--- config.mk ---
export PLATFORM = sky130hd
export DESIGN_NAME = itb_top
export DESIGN_NICKNAME = d
export VERILOG_FILES = /design/src/rtl/itb_pkg.sv /design/src/rtl/itb_tick_if.sv /design/src/rtl/itb_top.sv /design/src/rtl/itb_timebase.sv
export SDC_FILE = /design/constraint.sdc
export NUM_CORES = 1
export LEC_CHECK = 0
export BUFFER_PORTS_ARGS = -buffer_cell sky130_fd_sc_hd__buf_4
export CAP_MARGIN = 20
export CORE_MARGIN = 2
export CORE_UTILIZATION = 55
export CTS_BUF_LIST = sky130_fd_sc_hd__clkbuf_8
export CTS_CLUSTER_SIZE = 20
export DETAILED_ROUTE_END_ITERATION = 10
export GPL_TIMING_DRIVEN = 0
export PLACE_DENSITY = 0.74
export SLEW_MARGIN = 25
export SYNTH_ARGS = -nofsm -noshare
export SYNTH_HDL_FRONTEND = slang
export SYNTH_SLANG_ARGS = --single-unit
--- constraint.sdc ---
create_clock -name I_CLK -period 5.6 [get_ports I_CLK]
set_clock_uncertainty 0.05 [all_clocks]
set_input_delay 1.68 -clock I_CLK [delete_from_list [all_inputs] [get_ports I_CLK]]
set_output_delay 1.68 -clock I_CLK [all_outputs]
set_load 0.03 [all_outputs]
--- src/rtl/itb_pkg.sv ---
// package of constants and types for the interrupt and time base block
package itb_pkg;
    // register addresses (chosen, 4-bit port address)
    localparam logic [3:0] ADDR_PSC = 4'h0;
    localparam logic [3:0] ADDR_TB0 = 4'h1;
    localparam logic [3:0] ADDR_TB1 = 4'h2;
    localparam logic [3:0] ADDR_IRQ_FLAGS = 4'h3;
    localparam logic [3:0] ADDR_IRQ_ENABLES = 4'h4;
    localparam logic [3:0] ADDR_CORE_CTRL = 4'h5;
    // field positions
    localparam int RUN_BIT = 7;
    localparam int CODE_LSB = 0;
    localparam int CODE_W = 3;
    localparam int SEL_W = 2;
    // interrupt control register bit positions
    localparam int POS_SERIAL_FLAG = 6;
    localparam int POS_TB1_FLAG = 5;
    localparam int POS_TB0_FLAG = 4;
    localparam int POS_SERIAL_EN = 2;
    localparam int POS_TB1_EN = 1;
    localparam int POS_TB0_EN = 0;
    // second flag register: low voltage and nvm
    localparam int POS_LV = 0;
    localparam int POS_NVM = 1;
    // aux register flag bits, sitting above the enables
    localparam int POS_LV_FLAG = 4;
    localparam int POS_NVM_FLAG = 5;
    // core control: global enable bit
    localparam int POS_GLOBAL_EN = 0;
    // source indices in fixed priority order, lowest index wins
    localparam int NUM_SRC = 5;
    localparam int SRC_LV = 0;
    localparam int SRC_NVM = 1;
    localparam int SRC_TB0 = 2;
    localparam int SRC_TB1 = 3;
    localparam int SRC_SERIAL = 4;
    // prescaler source codes
    localparam logic [1:0] SEL_SYS = 2'h0;
    localparam logic [1:0] SEL_SYS_DIV4 = 2'h1;
    localparam int DIV4_W = 2;
    // time base divider: 2^(8+code), longest 2^15
    localparam int TB_BASE_EXP = 8;
    localparam int TB_CNT_W = 15;
    localparam logic [7:0] RESET_BYTE = 8'h00;
    typedef enum logic [1:0] {ITB_IDLE, ITB_CALL} itb_state_t;
endpackage

--- src/rtl/itb_tick_if.sv ---
// interface carrying prescaler tick and one divider's setup and overflow
`timescale 1ns/1ps
interface itb_tick_if;
    logic tick;
    logic run;
    logic [2:0] code;
    logic overflow;
    modport ctrl (output tick, output run, output code, input overflow);
    modport divider (input tick, input run, input code, output overflow);
endinterface

--- src/rtl/itb_top.sv ---
// interrupt controller with two time bases, wake-up and return handling
//
// Implementation choices: the address-and-strobe port and the register addresses.
`timescale 1ns/1ps
module itb_top (
    input wire logic I_CLK,
    input wire logic I_RST_N,
    input wire logic [3:0] I_ADDR,
    input wire logic [7:0] I_WDATA,
    input wire logic I_WR,
    input wire logic I_RD,
    output logic [7:0] O_RDATA,
    input wire logic I_LOW_VOLTAGE,
    input wire logic I_NVM_WRITE_DONE,
    input wire logic I_SERIAL_EVENT,
    input wire logic I_SUB_CLK,
    input wire logic I_STACK_FULL,
    input wire logic I_CALL_TAKEN,
    input wire logic I_RETURN_FROM_INTERRUPT,
    input wire logic I_PLAIN_RETURN,
    output logic O_CALL_REQ,
    output logic [2:0] O_CALL_VECTOR,
    output logic O_WAKE
);
    itb_tick_if tb0_if ();
    itb_tick_if tb1_if ();

    ////////////////////////////////////////////////////////////////////
    // pin synchronisers: three stages, change accepted when 2 and 3 agree
    logic [3:0] sync1;
    logic [3:0] sync2;
    logic [3:0] sync3;
    logic [3:0] pin_state;
    logic [3:0] pin_rise;
    logic [3:0] raw_pins;
    assign raw_pins = {I_SUB_CLK, I_SERIAL_EVENT, I_NVM_WRITE_DONE,
                       I_LOW_VOLTAGE};

    always_ff @(posedge I_CLK or negedge I_RST_N) begin
        if (!I_RST_N) begin
            sync1 <= '0;
            sync2 <= '0;
            sync3 <= '0;
            pin_state <= '0;
        end else begin
            sync1 <= raw_pins;
            sync2 <= sync1;
            sync3 <= sync2;
            for (int i = 0; i < 4; i++) begin
                if (sync2[i] == sync3[i]) begin
                    pin_state[i] <= sync3[i];
                end
            end
        end
    end

    // edge of the filtered levels; sources report by rising edges
    logic [3:0] pin_prev;
    always_ff @(posedge I_CLK or negedge I_RST_N) begin
        if (!I_RST_N) begin
            pin_prev <= '0;
        end else begin
            pin_prev <= pin_state;
        end
    end
    assign pin_rise = pin_state & ~pin_prev;

    ////////////////////////////////////////////////////////////////////
    // registers
    logic [1:0] prescaler_source_select;
    logic timebase_zero_run;
    logic [2:0] timebase_zero_period_code;
    logic timebase_one_run;
    logic [2:0] timebase_one_period_code;
    logic global_irq_enable;
    logic low_voltage_irq_enable;
    logic nvm_write_irq_enable;
    logic timebase_zero_irq_enable;
    logic timebase_one_irq_enable;
    logic serial_module_irq_enable;
    logic [itb_pkg::NUM_SRC-1:0] flags;
    logic [itb_pkg::NUM_SRC-1:0] enables;
    logic wr_irq_flags;
    logic wr_aux_flags;
    assign wr_irq_flags = I_WR && (I_ADDR == itb_pkg::ADDR_IRQ_FLAGS);
    assign wr_aux_flags = I_WR && (I_ADDR == itb_pkg::ADDR_IRQ_ENABLES);

    // configuration writes
    always_ff @(posedge I_CLK or negedge I_RST_N) begin
        if (!I_RST_N) begin
            prescaler_source_select <= '0;
            timebase_zero_run <= 1'b0;
            timebase_zero_period_code <= '0;
            timebase_one_run <= 1'b0;
            timebase_one_period_code <= '0;
            timebase_zero_irq_enable <= 1'b0;
            timebase_one_irq_enable <= 1'b0;
            serial_module_irq_enable <= 1'b0;
            low_voltage_irq_enable <= 1'b0;
            nvm_write_irq_enable <= 1'b0;
        end else if (I_WR) begin
            unique case (I_ADDR)
                itb_pkg::ADDR_PSC: begin
                    prescaler_source_select <= I_WDATA[itb_pkg::SEL_W-1:0];
                end
                itb_pkg::ADDR_TB0: begin
                    timebase_zero_run <= I_WDATA[itb_pkg::RUN_BIT];
                    timebase_zero_period_code <=
                        I_WDATA[itb_pkg::CODE_LSB +: itb_pkg::CODE_W];
                end
                itb_pkg::ADDR_TB1: begin
                    timebase_one_run <= I_WDATA[itb_pkg::RUN_BIT];
                    timebase_one_period_code <=
                        I_WDATA[itb_pkg::CODE_LSB +: itb_pkg::CODE_W];
                end
                itb_pkg::ADDR_IRQ_FLAGS: begin
                    serial_module_irq_enable <=
                        I_WDATA[itb_pkg::POS_SERIAL_EN];
                    timebase_one_irq_enable <= I_WDATA[itb_pkg::POS_TB1_EN];
                    timebase_zero_irq_enable <= I_WDATA[itb_pkg::POS_TB0_EN];
                end
                itb_pkg::ADDR_IRQ_ENABLES: begin
                    low_voltage_irq_enable <= I_WDATA[itb_pkg::POS_LV];
                    nvm_write_irq_enable <= I_WDATA[itb_pkg::POS_NVM];
                end
                default: begin
                end
            endcase
        end
    end

    assign enables = {serial_module_irq_enable, timebase_one_irq_enable,
                      timebase_zero_irq_enable, nvm_write_irq_enable,
                      low_voltage_irq_enable};

    ////////////////////////////////////////////////////////////////////
    // prescaler: shared tick for both dividers
    logic [itb_pkg::DIV4_W-1:0] div4;
    logic psc_tick;
    always_ff @(posedge I_CLK or negedge I_RST_N) begin
        if (!I_RST_N) begin
            div4 <= '0;
        end else begin
            div4 <= div4 + 1'b1;
        end
    end
    // subsidiary clock is slow, so its synchronised rising edge is the tick
    always_comb begin
        if (prescaler_source_select == itb_pkg::SEL_SYS) begin
            psc_tick = 1'b1;
        end else if (prescaler_source_select == itb_pkg::SEL_SYS_DIV4) begin
            psc_tick = (div4 == '1);
        end else begin
            psc_tick = pin_rise[3];
        end
    end

    assign tb0_if.tick = psc_tick;
    assign tb0_if.run = timebase_zero_run;
    assign tb0_if.code = timebase_zero_period_code;
    assign tb1_if.tick = psc_tick;
    assign tb1_if.run = timebase_one_run;
    assign tb1_if.code = timebase_one_period_code;

    itb_timebase u_tb0 (
        .i_clk(I_CLK),
        .i_rst_n(I_RST_N),
        .tb(tb0_if.divider)
    );
    itb_timebase u_tb1 (
        .i_clk(I_CLK),
        .i_rst_n(I_RST_N),
        .tb(tb1_if.divider)
    );

    ////////////////////////////////////////////////////////////////////
    // request flags: set beats clear, service clears only its own flag
    logic [itb_pkg::NUM_SRC-1:0] set_ev;
    logic [itb_pkg::NUM_SRC-1:0] clr_ev;
    logic [itb_pkg::NUM_SRC-1:0] sw_wr_mask;
    logic [itb_pkg::NUM_SRC-1:0] sw_wr_val;
    logic [2:0] pending_src;
    logic serviced;
    always_comb begin
        set_ev = '0;
        set_ev[itb_pkg::SRC_LV] = pin_rise[0];
        set_ev[itb_pkg::SRC_NVM] = pin_rise[1];
        set_ev[itb_pkg::SRC_TB0] = tb0_if.overflow;
        set_ev[itb_pkg::SRC_TB1] = tb1_if.overflow;
        set_ev[itb_pkg::SRC_SERIAL] = pin_rise[2];
        sw_wr_mask = '0;
        sw_wr_val = '0;
        if (wr_irq_flags) begin
            sw_wr_mask[itb_pkg::SRC_TB0] = 1'b1;
            sw_wr_mask[itb_pkg::SRC_TB1] = 1'b1;
            sw_wr_mask[itb_pkg::SRC_SERIAL] = 1'b1;
            sw_wr_val[itb_pkg::SRC_TB0] = I_WDATA[itb_pkg::POS_TB0_FLAG];
            sw_wr_val[itb_pkg::SRC_TB1] = I_WDATA[itb_pkg::POS_TB1_FLAG];
            sw_wr_val[itb_pkg::SRC_SERIAL] =
                I_WDATA[itb_pkg::POS_SERIAL_FLAG];
        end
        if (wr_aux_flags) begin
            sw_wr_mask[itb_pkg::SRC_LV] = 1'b1;
            sw_wr_mask[itb_pkg::SRC_NVM] = 1'b1;
            sw_wr_val[itb_pkg::SRC_LV] = I_WDATA[itb_pkg::POS_LV_FLAG];
            sw_wr_val[itb_pkg::SRC_NVM] = I_WDATA[itb_pkg::POS_NVM_FLAG];
        end
        clr_ev = '0;
        if (serviced) begin
            clr_ev[pending_src] = 1'b1;
        end
    end

    always_ff @(posedge I_CLK or negedge I_RST_N) begin
        if (!I_RST_N) begin
            flags <= '0;
        end else begin
            for (int i = 0; i < itb_pkg::NUM_SRC; i++) begin
                if (set_ev[i]) begin
                    flags[i] <= 1'b1;
                end else if (sw_wr_mask[i]) begin
                    flags[i] <= sw_wr_val[i];
                end else if (clr_ev[i]) begin
                    flags[i] <= 1'b0;
                end
            end
        end
    end

    ////////////////////////////////////////////////////////////////////
    // arbitration and core handshake
    logic [itb_pkg::NUM_SRC-1:0] ready_src;
    logic any_ready;
    logic [2:0] next_src;
    itb_pkg::itb_state_t state;
    assign ready_src = flags & enables;
    assign any_ready = |ready_src;
    always_comb begin
        next_src = '0;
        for (int i = itb_pkg::NUM_SRC - 1; i >= 0; i--) begin
            if (ready_src[i]) begin
                next_src = 3'(i);
            end
        end
    end
    assign serviced = (state == itb_pkg::ITB_CALL) && I_CALL_TAKEN;

    // request held until the core takes the call; only pc goes on stack
    always_ff @(posedge I_CLK or negedge I_RST_N) begin
        if (!I_RST_N) begin
            state <= itb_pkg::ITB_IDLE;
            pending_src <= '0;
            O_CALL_REQ <= 1'b0;
            O_CALL_VECTOR <= '0;
        end else begin
            unique case (state)
                itb_pkg::ITB_IDLE: begin
                    if (global_irq_enable && any_ready
                        && !I_STACK_FULL) begin
                        state <= itb_pkg::ITB_CALL;
                        pending_src <= next_src;
                        O_CALL_REQ <= 1'b1;
                        O_CALL_VECTOR <= next_src;
                    end
                end
                itb_pkg::ITB_CALL: begin
                    if (I_CALL_TAKEN) begin
                        state <= itb_pkg::ITB_IDLE;
                        O_CALL_REQ <= 1'b0;
                    end
                end
                default: begin
                    state <= itb_pkg::ITB_IDLE;
                    O_CALL_REQ <= 1'b0;
                end
            endcase
        end
    end

    // global enable: service clears, return from interrupt sets
    always_ff @(posedge I_CLK or negedge I_RST_N) begin
        if (!I_RST_N) begin
            global_irq_enable <= 1'b0;
        end else if (serviced) begin
            global_irq_enable <= 1'b0;
        end else if (I_RETURN_FROM_INTERRUPT) begin
            global_irq_enable <= 1'b1;
        end else if (I_WR && I_ADDR == itb_pkg::ADDR_CORE_CTRL) begin
            global_irq_enable <= I_WDATA[itb_pkg::POS_GLOBAL_EN];
        end
        // plain return leaves it untouched
    end

    // wake pulse on any flag rising, enables not consulted
    logic [itb_pkg::NUM_SRC-1:0] flags_prev;
    always_ff @(posedge I_CLK or negedge I_RST_N) begin
        if (!I_RST_N) begin
            flags_prev <= '0;
            O_WAKE <= 1'b0;
        end else begin
            flags_prev <= flags;
            O_WAKE <= |(flags & ~flags_prev);
        end
    end

    ////////////////////////////////////////////////////////////////////
    // read port, data in the cycle after the strobe
    always_ff @(posedge I_CLK or negedge I_RST_N) begin
        if (!I_RST_N) begin
            O_RDATA <= itb_pkg::RESET_BYTE;
        end else if (I_RD) begin
            O_RDATA <= itb_pkg::RESET_BYTE;
            unique case (I_ADDR)
                itb_pkg::ADDR_PSC: begin
                    O_RDATA <= {6'h00, prescaler_source_select};
                end
                itb_pkg::ADDR_TB0: begin
                    O_RDATA <= {timebase_zero_run, 4'h0,
                                timebase_zero_period_code};
                end
                itb_pkg::ADDR_TB1: begin
                    O_RDATA <= {timebase_one_run, 4'h0,
                                timebase_one_period_code};
                end
                itb_pkg::ADDR_IRQ_FLAGS: begin
                    O_RDATA <= {1'b0, flags[itb_pkg::SRC_SERIAL],
                                flags[itb_pkg::SRC_TB1],
                                flags[itb_pkg::SRC_TB0], 1'b0,
                                serial_module_irq_enable,
                                timebase_one_irq_enable,
                                timebase_zero_irq_enable};
                end
                itb_pkg::ADDR_IRQ_ENABLES: begin
                    O_RDATA <= {2'h0, flags[itb_pkg::SRC_NVM],
                                flags[itb_pkg::SRC_LV], 2'h0,
                                nvm_write_irq_enable,
                                low_voltage_irq_enable};
                end
                itb_pkg::ADDR_CORE_CTRL: begin
                    O_RDATA <= {7'h00, global_irq_enable};
                end
                default: begin
                end
            endcase
        end
    end
endmodule

--- src/rtl/itb_timebase.sv ---
// one time base divider: overflow pulse every 2^(8+code) prescaler ticks
`timescale 1ns/1ps
module itb_timebase (
    input wire logic i_clk,
    input wire logic i_rst_n,
    itb_tick_if.divider tb
);
    logic [itb_pkg::TB_CNT_W-1:0] count;
    logic [itb_pkg::TB_CNT_W-1:0] limit;
    logic overflow;

    // terminal count from the period code
    always_comb begin
        limit = itb_pkg::TB_CNT_W'((32'h1 << (itb_pkg::TB_BASE_EXP
            + int'(tb.code))) - 32'h1);
    end

    // counter held clear while stopped so each start is a full period
    always_ff @(posedge i_clk or negedge i_rst_n) begin
        if (!i_rst_n) begin
            count <= '0;
            overflow <= 1'b0;
        end else if (!tb.run) begin
            count <= '0;
            overflow <= 1'b0;
        end else if (tb.tick) begin
            overflow <= (count >= limit);
            count <= (count >= limit) ? '0 : count + 1'b1;
        end else begin
            overflow <= 1'b0;
        end
    end
    assign tb.overflow = overflow;
endmodule

==> metrics.md <==
| Metric | Value |
|---|---|
| Worst skew pair latency | `0.37 ns` |
| Status | `finished, final reports clean` |
| Initial Util | `56.9%` |
| CTS tree | `built` |
| Cell Area, Placed | `5070 µm²` |
| Vias per std cell | `5.89` |
| CTS Buf Count | `9` |
| IO Pins | `37` |
| # diodes | `0` |
| Nets@finish | `565` |
| Largest net degree at the start of global routing | `93` |
| Setup TNS | `0 ns` |
| Clock root buffer | `clkbuf_8` |
| Final wirelength | `10200 µm` |
| IO Port Bufs | `31` |
| PwrDens | `338 nW/µm²` |
| Max cap viols | `0` |
| Post-route minimum period | `3.69 ns` |
| Slew margin rel. | `46.6%` |
| CP required | `5.87 ns` |
| # fillers | `687` |
| Worst VDD drop | `0.244 mV` |
| Gp weighted congestion | `0.876` |
| Distinct cells, synth | `60` |
| Synth Register Bits | `92` |
| Initial antenna violation count | `0` |
| Worst slew pin tran | `0.801 ns` |
| GRT overflow | `0` |
| Starting DRC count in detailed routing | `173` |
| Fin crit share | `65.8%` |
| Leakage | `2.32 nW` |
| Met2 usage | `37.5%` |
| Clock transition at the registers of the reported paths | `0.11 ns` |
| Area of the multi-input gates | `2220 µm²` |
| GR peak layer | `met2` |
| YS warnings | `0` |
| GR Util met3 | `3.96%` |
| Register area share after synthesis | `49.0%` |
| RSZ-0062 raised after global routing | `false` |
| Clock sinks | `92` |
| Clk buf depth | `2` |
| # setup viols final | `0` |
| DRC violations left | `0` |
| Crit Path Category | `register to register` |
| Core Util, Final | `63.8%` |
| EDFF count, synth | `0` |
| First-pass GRT wire length | `16700 µm` |
| Ys async rst share | `100%` |
| Routed WL per cell | `16.1 µm` |
| CTS-repair resized insts | `0` |
| Slew Limit Fails | `0` |
| Min Hold Slack | `0.308 ns` |
| Pre-antenna DRT Iters | `5` |
| Die height | `96.5 µm` |
| Syn Area/Cell | `9.79 µm²` |
| Mapped Area | `4700 µm²` |
| Die ar. | `9300 µm²` |
| Setup crit start kind | `register` |
| Max Freq | `271 MHz` |
| Core Region | `8260 µm²` |
| # rows | `33` |
| Post-DP HPWL | `7230 µm` |
| CP Capture Type | `register` |
| Hold_buf cts | `0` |
| CP arrival | `3.95 ns` |
| Top FF cell, synth | `dfrtp_1` |
| FF+latch area | `2300 µm²` |
| GR Layer Usage met1 | `33.0%` |
| CTS HTree Levels | `3` |
| Max FO, Critical Path | `10` |
| Endpoints failing hold | `0` |
| Post-route ant nets | `0` |
| Vias in the first global route | `3438` |
| Die X | `96.5 µm` |
| Cell area after layout | `5270 µm²` |
| Layout Area Growth over Synthesis | `12.0%` |
| Worst hold-check path type | `register to register` |
| GRT Overall Usage | `23.6%` |
| Share of cells above drive strength 1 | `15.4%` |
| Vias post-DR | `3724` |
| Post-Synthesis Cells | `480` |
| Syn Nets | `523` |
| Post-CTS setup repair buffer count | `0` |
[path summary, 6_finish.rpt]
check                                   to  slack [ns]  cells past startpoint      startpoint
min in group asynchronous  u_tb0.count[11]        1.30                      1         I_RST_N
hold reg to reg                   sync2[2]        0.31                      0        sync1[2]
max in group asynchronous   u_tb1.count[8]        3.62                      1         I_RST_N
hold / removal                    sync2[2]        0.31                      0        sync1[2]
setup / recovery            u_tb0.count[6]        1.91                     13  tb0_if.code[2]
setup reg to reg            u_tb0.count[6]        1.91                     13  tb0_if.code[2]
[kinds of logic (layout without fill, tap and decap cells)]
kind of cell	Yosys count	after routing	synth area share, %
and+or+nand+nor	198	198	22.2
adders and majority gates	23	23	5.91
xor gates and xnor gates	3	3	0.559
DFF	92	92	49.0
other	1	1	0.0798
AOI/OAI and AO/OA	98	98	13.1
buffers and inverters	44	91	3.73
muxes	21	21	5.43
[metrics by stage]
step	setup slack [ns]	power [mW]	instances
2_1_floorplan	2.40	1.18	480
3_3_place_gp	2.12	1.32	616
3_5_place_dp	1.97	1.34	616
4_1_cts	1.96	1.79	632
5_1_grt	1.73	1.89	632
6_report	1.91	1.78	632
[flip-flops by register name, summed over array words and instances (netlist names), 5 cells and up]
register     count
u_tb1.count     15
flags            5
flags_prev       5
u_tb0.count     15
O_RDATA          7
[area by class of cell]
cell class,instances,share of cell area [%]
Sequential cell,92,43.7
Multi-Input combinational cell,344,42.2
Timing Repair Buffer,31,4.49
Tap cell,105,2.49
Clock buffer,9,2.35
Inverter,24,1.71
Buffer,20,1.62
Clock inverter,7,1.40
[cells in the mapped netlist, types with 3 or more instances]
master	n	area, µm²
nand4_1	13	81.3
a21oi_1	26	130
nand2b_1	4	25.0
nor2_1	20	75.1
nor3b_1	5	37.5
mux2i_1	3	30.0
ha_1	19	238
nand2_1	66	248
or3_1	17	106
and2_1	6	37.5
o22ai_1	5	31.3
nor3_1	8	40.0
buf_2	5	25.0
a31oi_1	3	18.8
maj3_1	4	40.0
o21a_1	5	37.5
mux2_2	16	180
clkbuf_1	13	48.8
inv_1	24	90.1
o21ai_0	33	165
dfrtp_1	92	2300
nand3_1	31	155
a21o_1	4	30.0
a21boi_0	3	22.5
nor2b_1	7	43.8
[critical path, cell delays in order (launching register included)]
cell       delay, ns
dfrtp_1         0.38
clkbuf_1        0.20
or3_1           0.46
ha_1            0.28
nor3_1          0.20
a21oi_1         0.06
o21a_1          0.18
ha_1            0.28
nand4_1         0.13
a21oi_1         0.08
a2111oi_4       0.35
nand4_2         0.33
or4_1           0.55
nand3_1         0.08
[per-layer routing]
| metal | wire (µm) | share of wire, % | vias to the layer above |
|---|---|---|---|
| met5 | 0 | 0 | - |
| met4 | 153 | 1.5 | 0 |
| met3 | 400 | 3.9 | 15 |
| met2 | 4890 | 48 | 91 |
| met1 | 4740 | 47 | 1810 |
| li1 | - | - | 1808 |
[where the power goes]
part / leakage [nW] / total (mW) / internal (mW) / switching (mW)
Clock: 0.101 / 0.448 / 0.176 / 0.272
Combinational: 1.06 / 0.493 / 0.195 / 0.298
Sequential: 1.16 / 0.840 / 0.755 / 0.0851
[cells in the final DEF, fill, tap and decap left out, types with 6 or more instances in the layout]
cell type   n
a21oi_1    26
and2_1      6
buf_4      31
clkbuf_1   13
clkbuf_8    9
dfrtp_1    92
ha_1       19
inv_1      24
mux2_2     16
nand2_1    66
nand3_1    31
nand4_1    13
nor2_1     20
nor2b_1     7
nor3_1      8
o21ai_0    33
or3_1      17
Note: power is estimated with default switching activity, not from simulation.
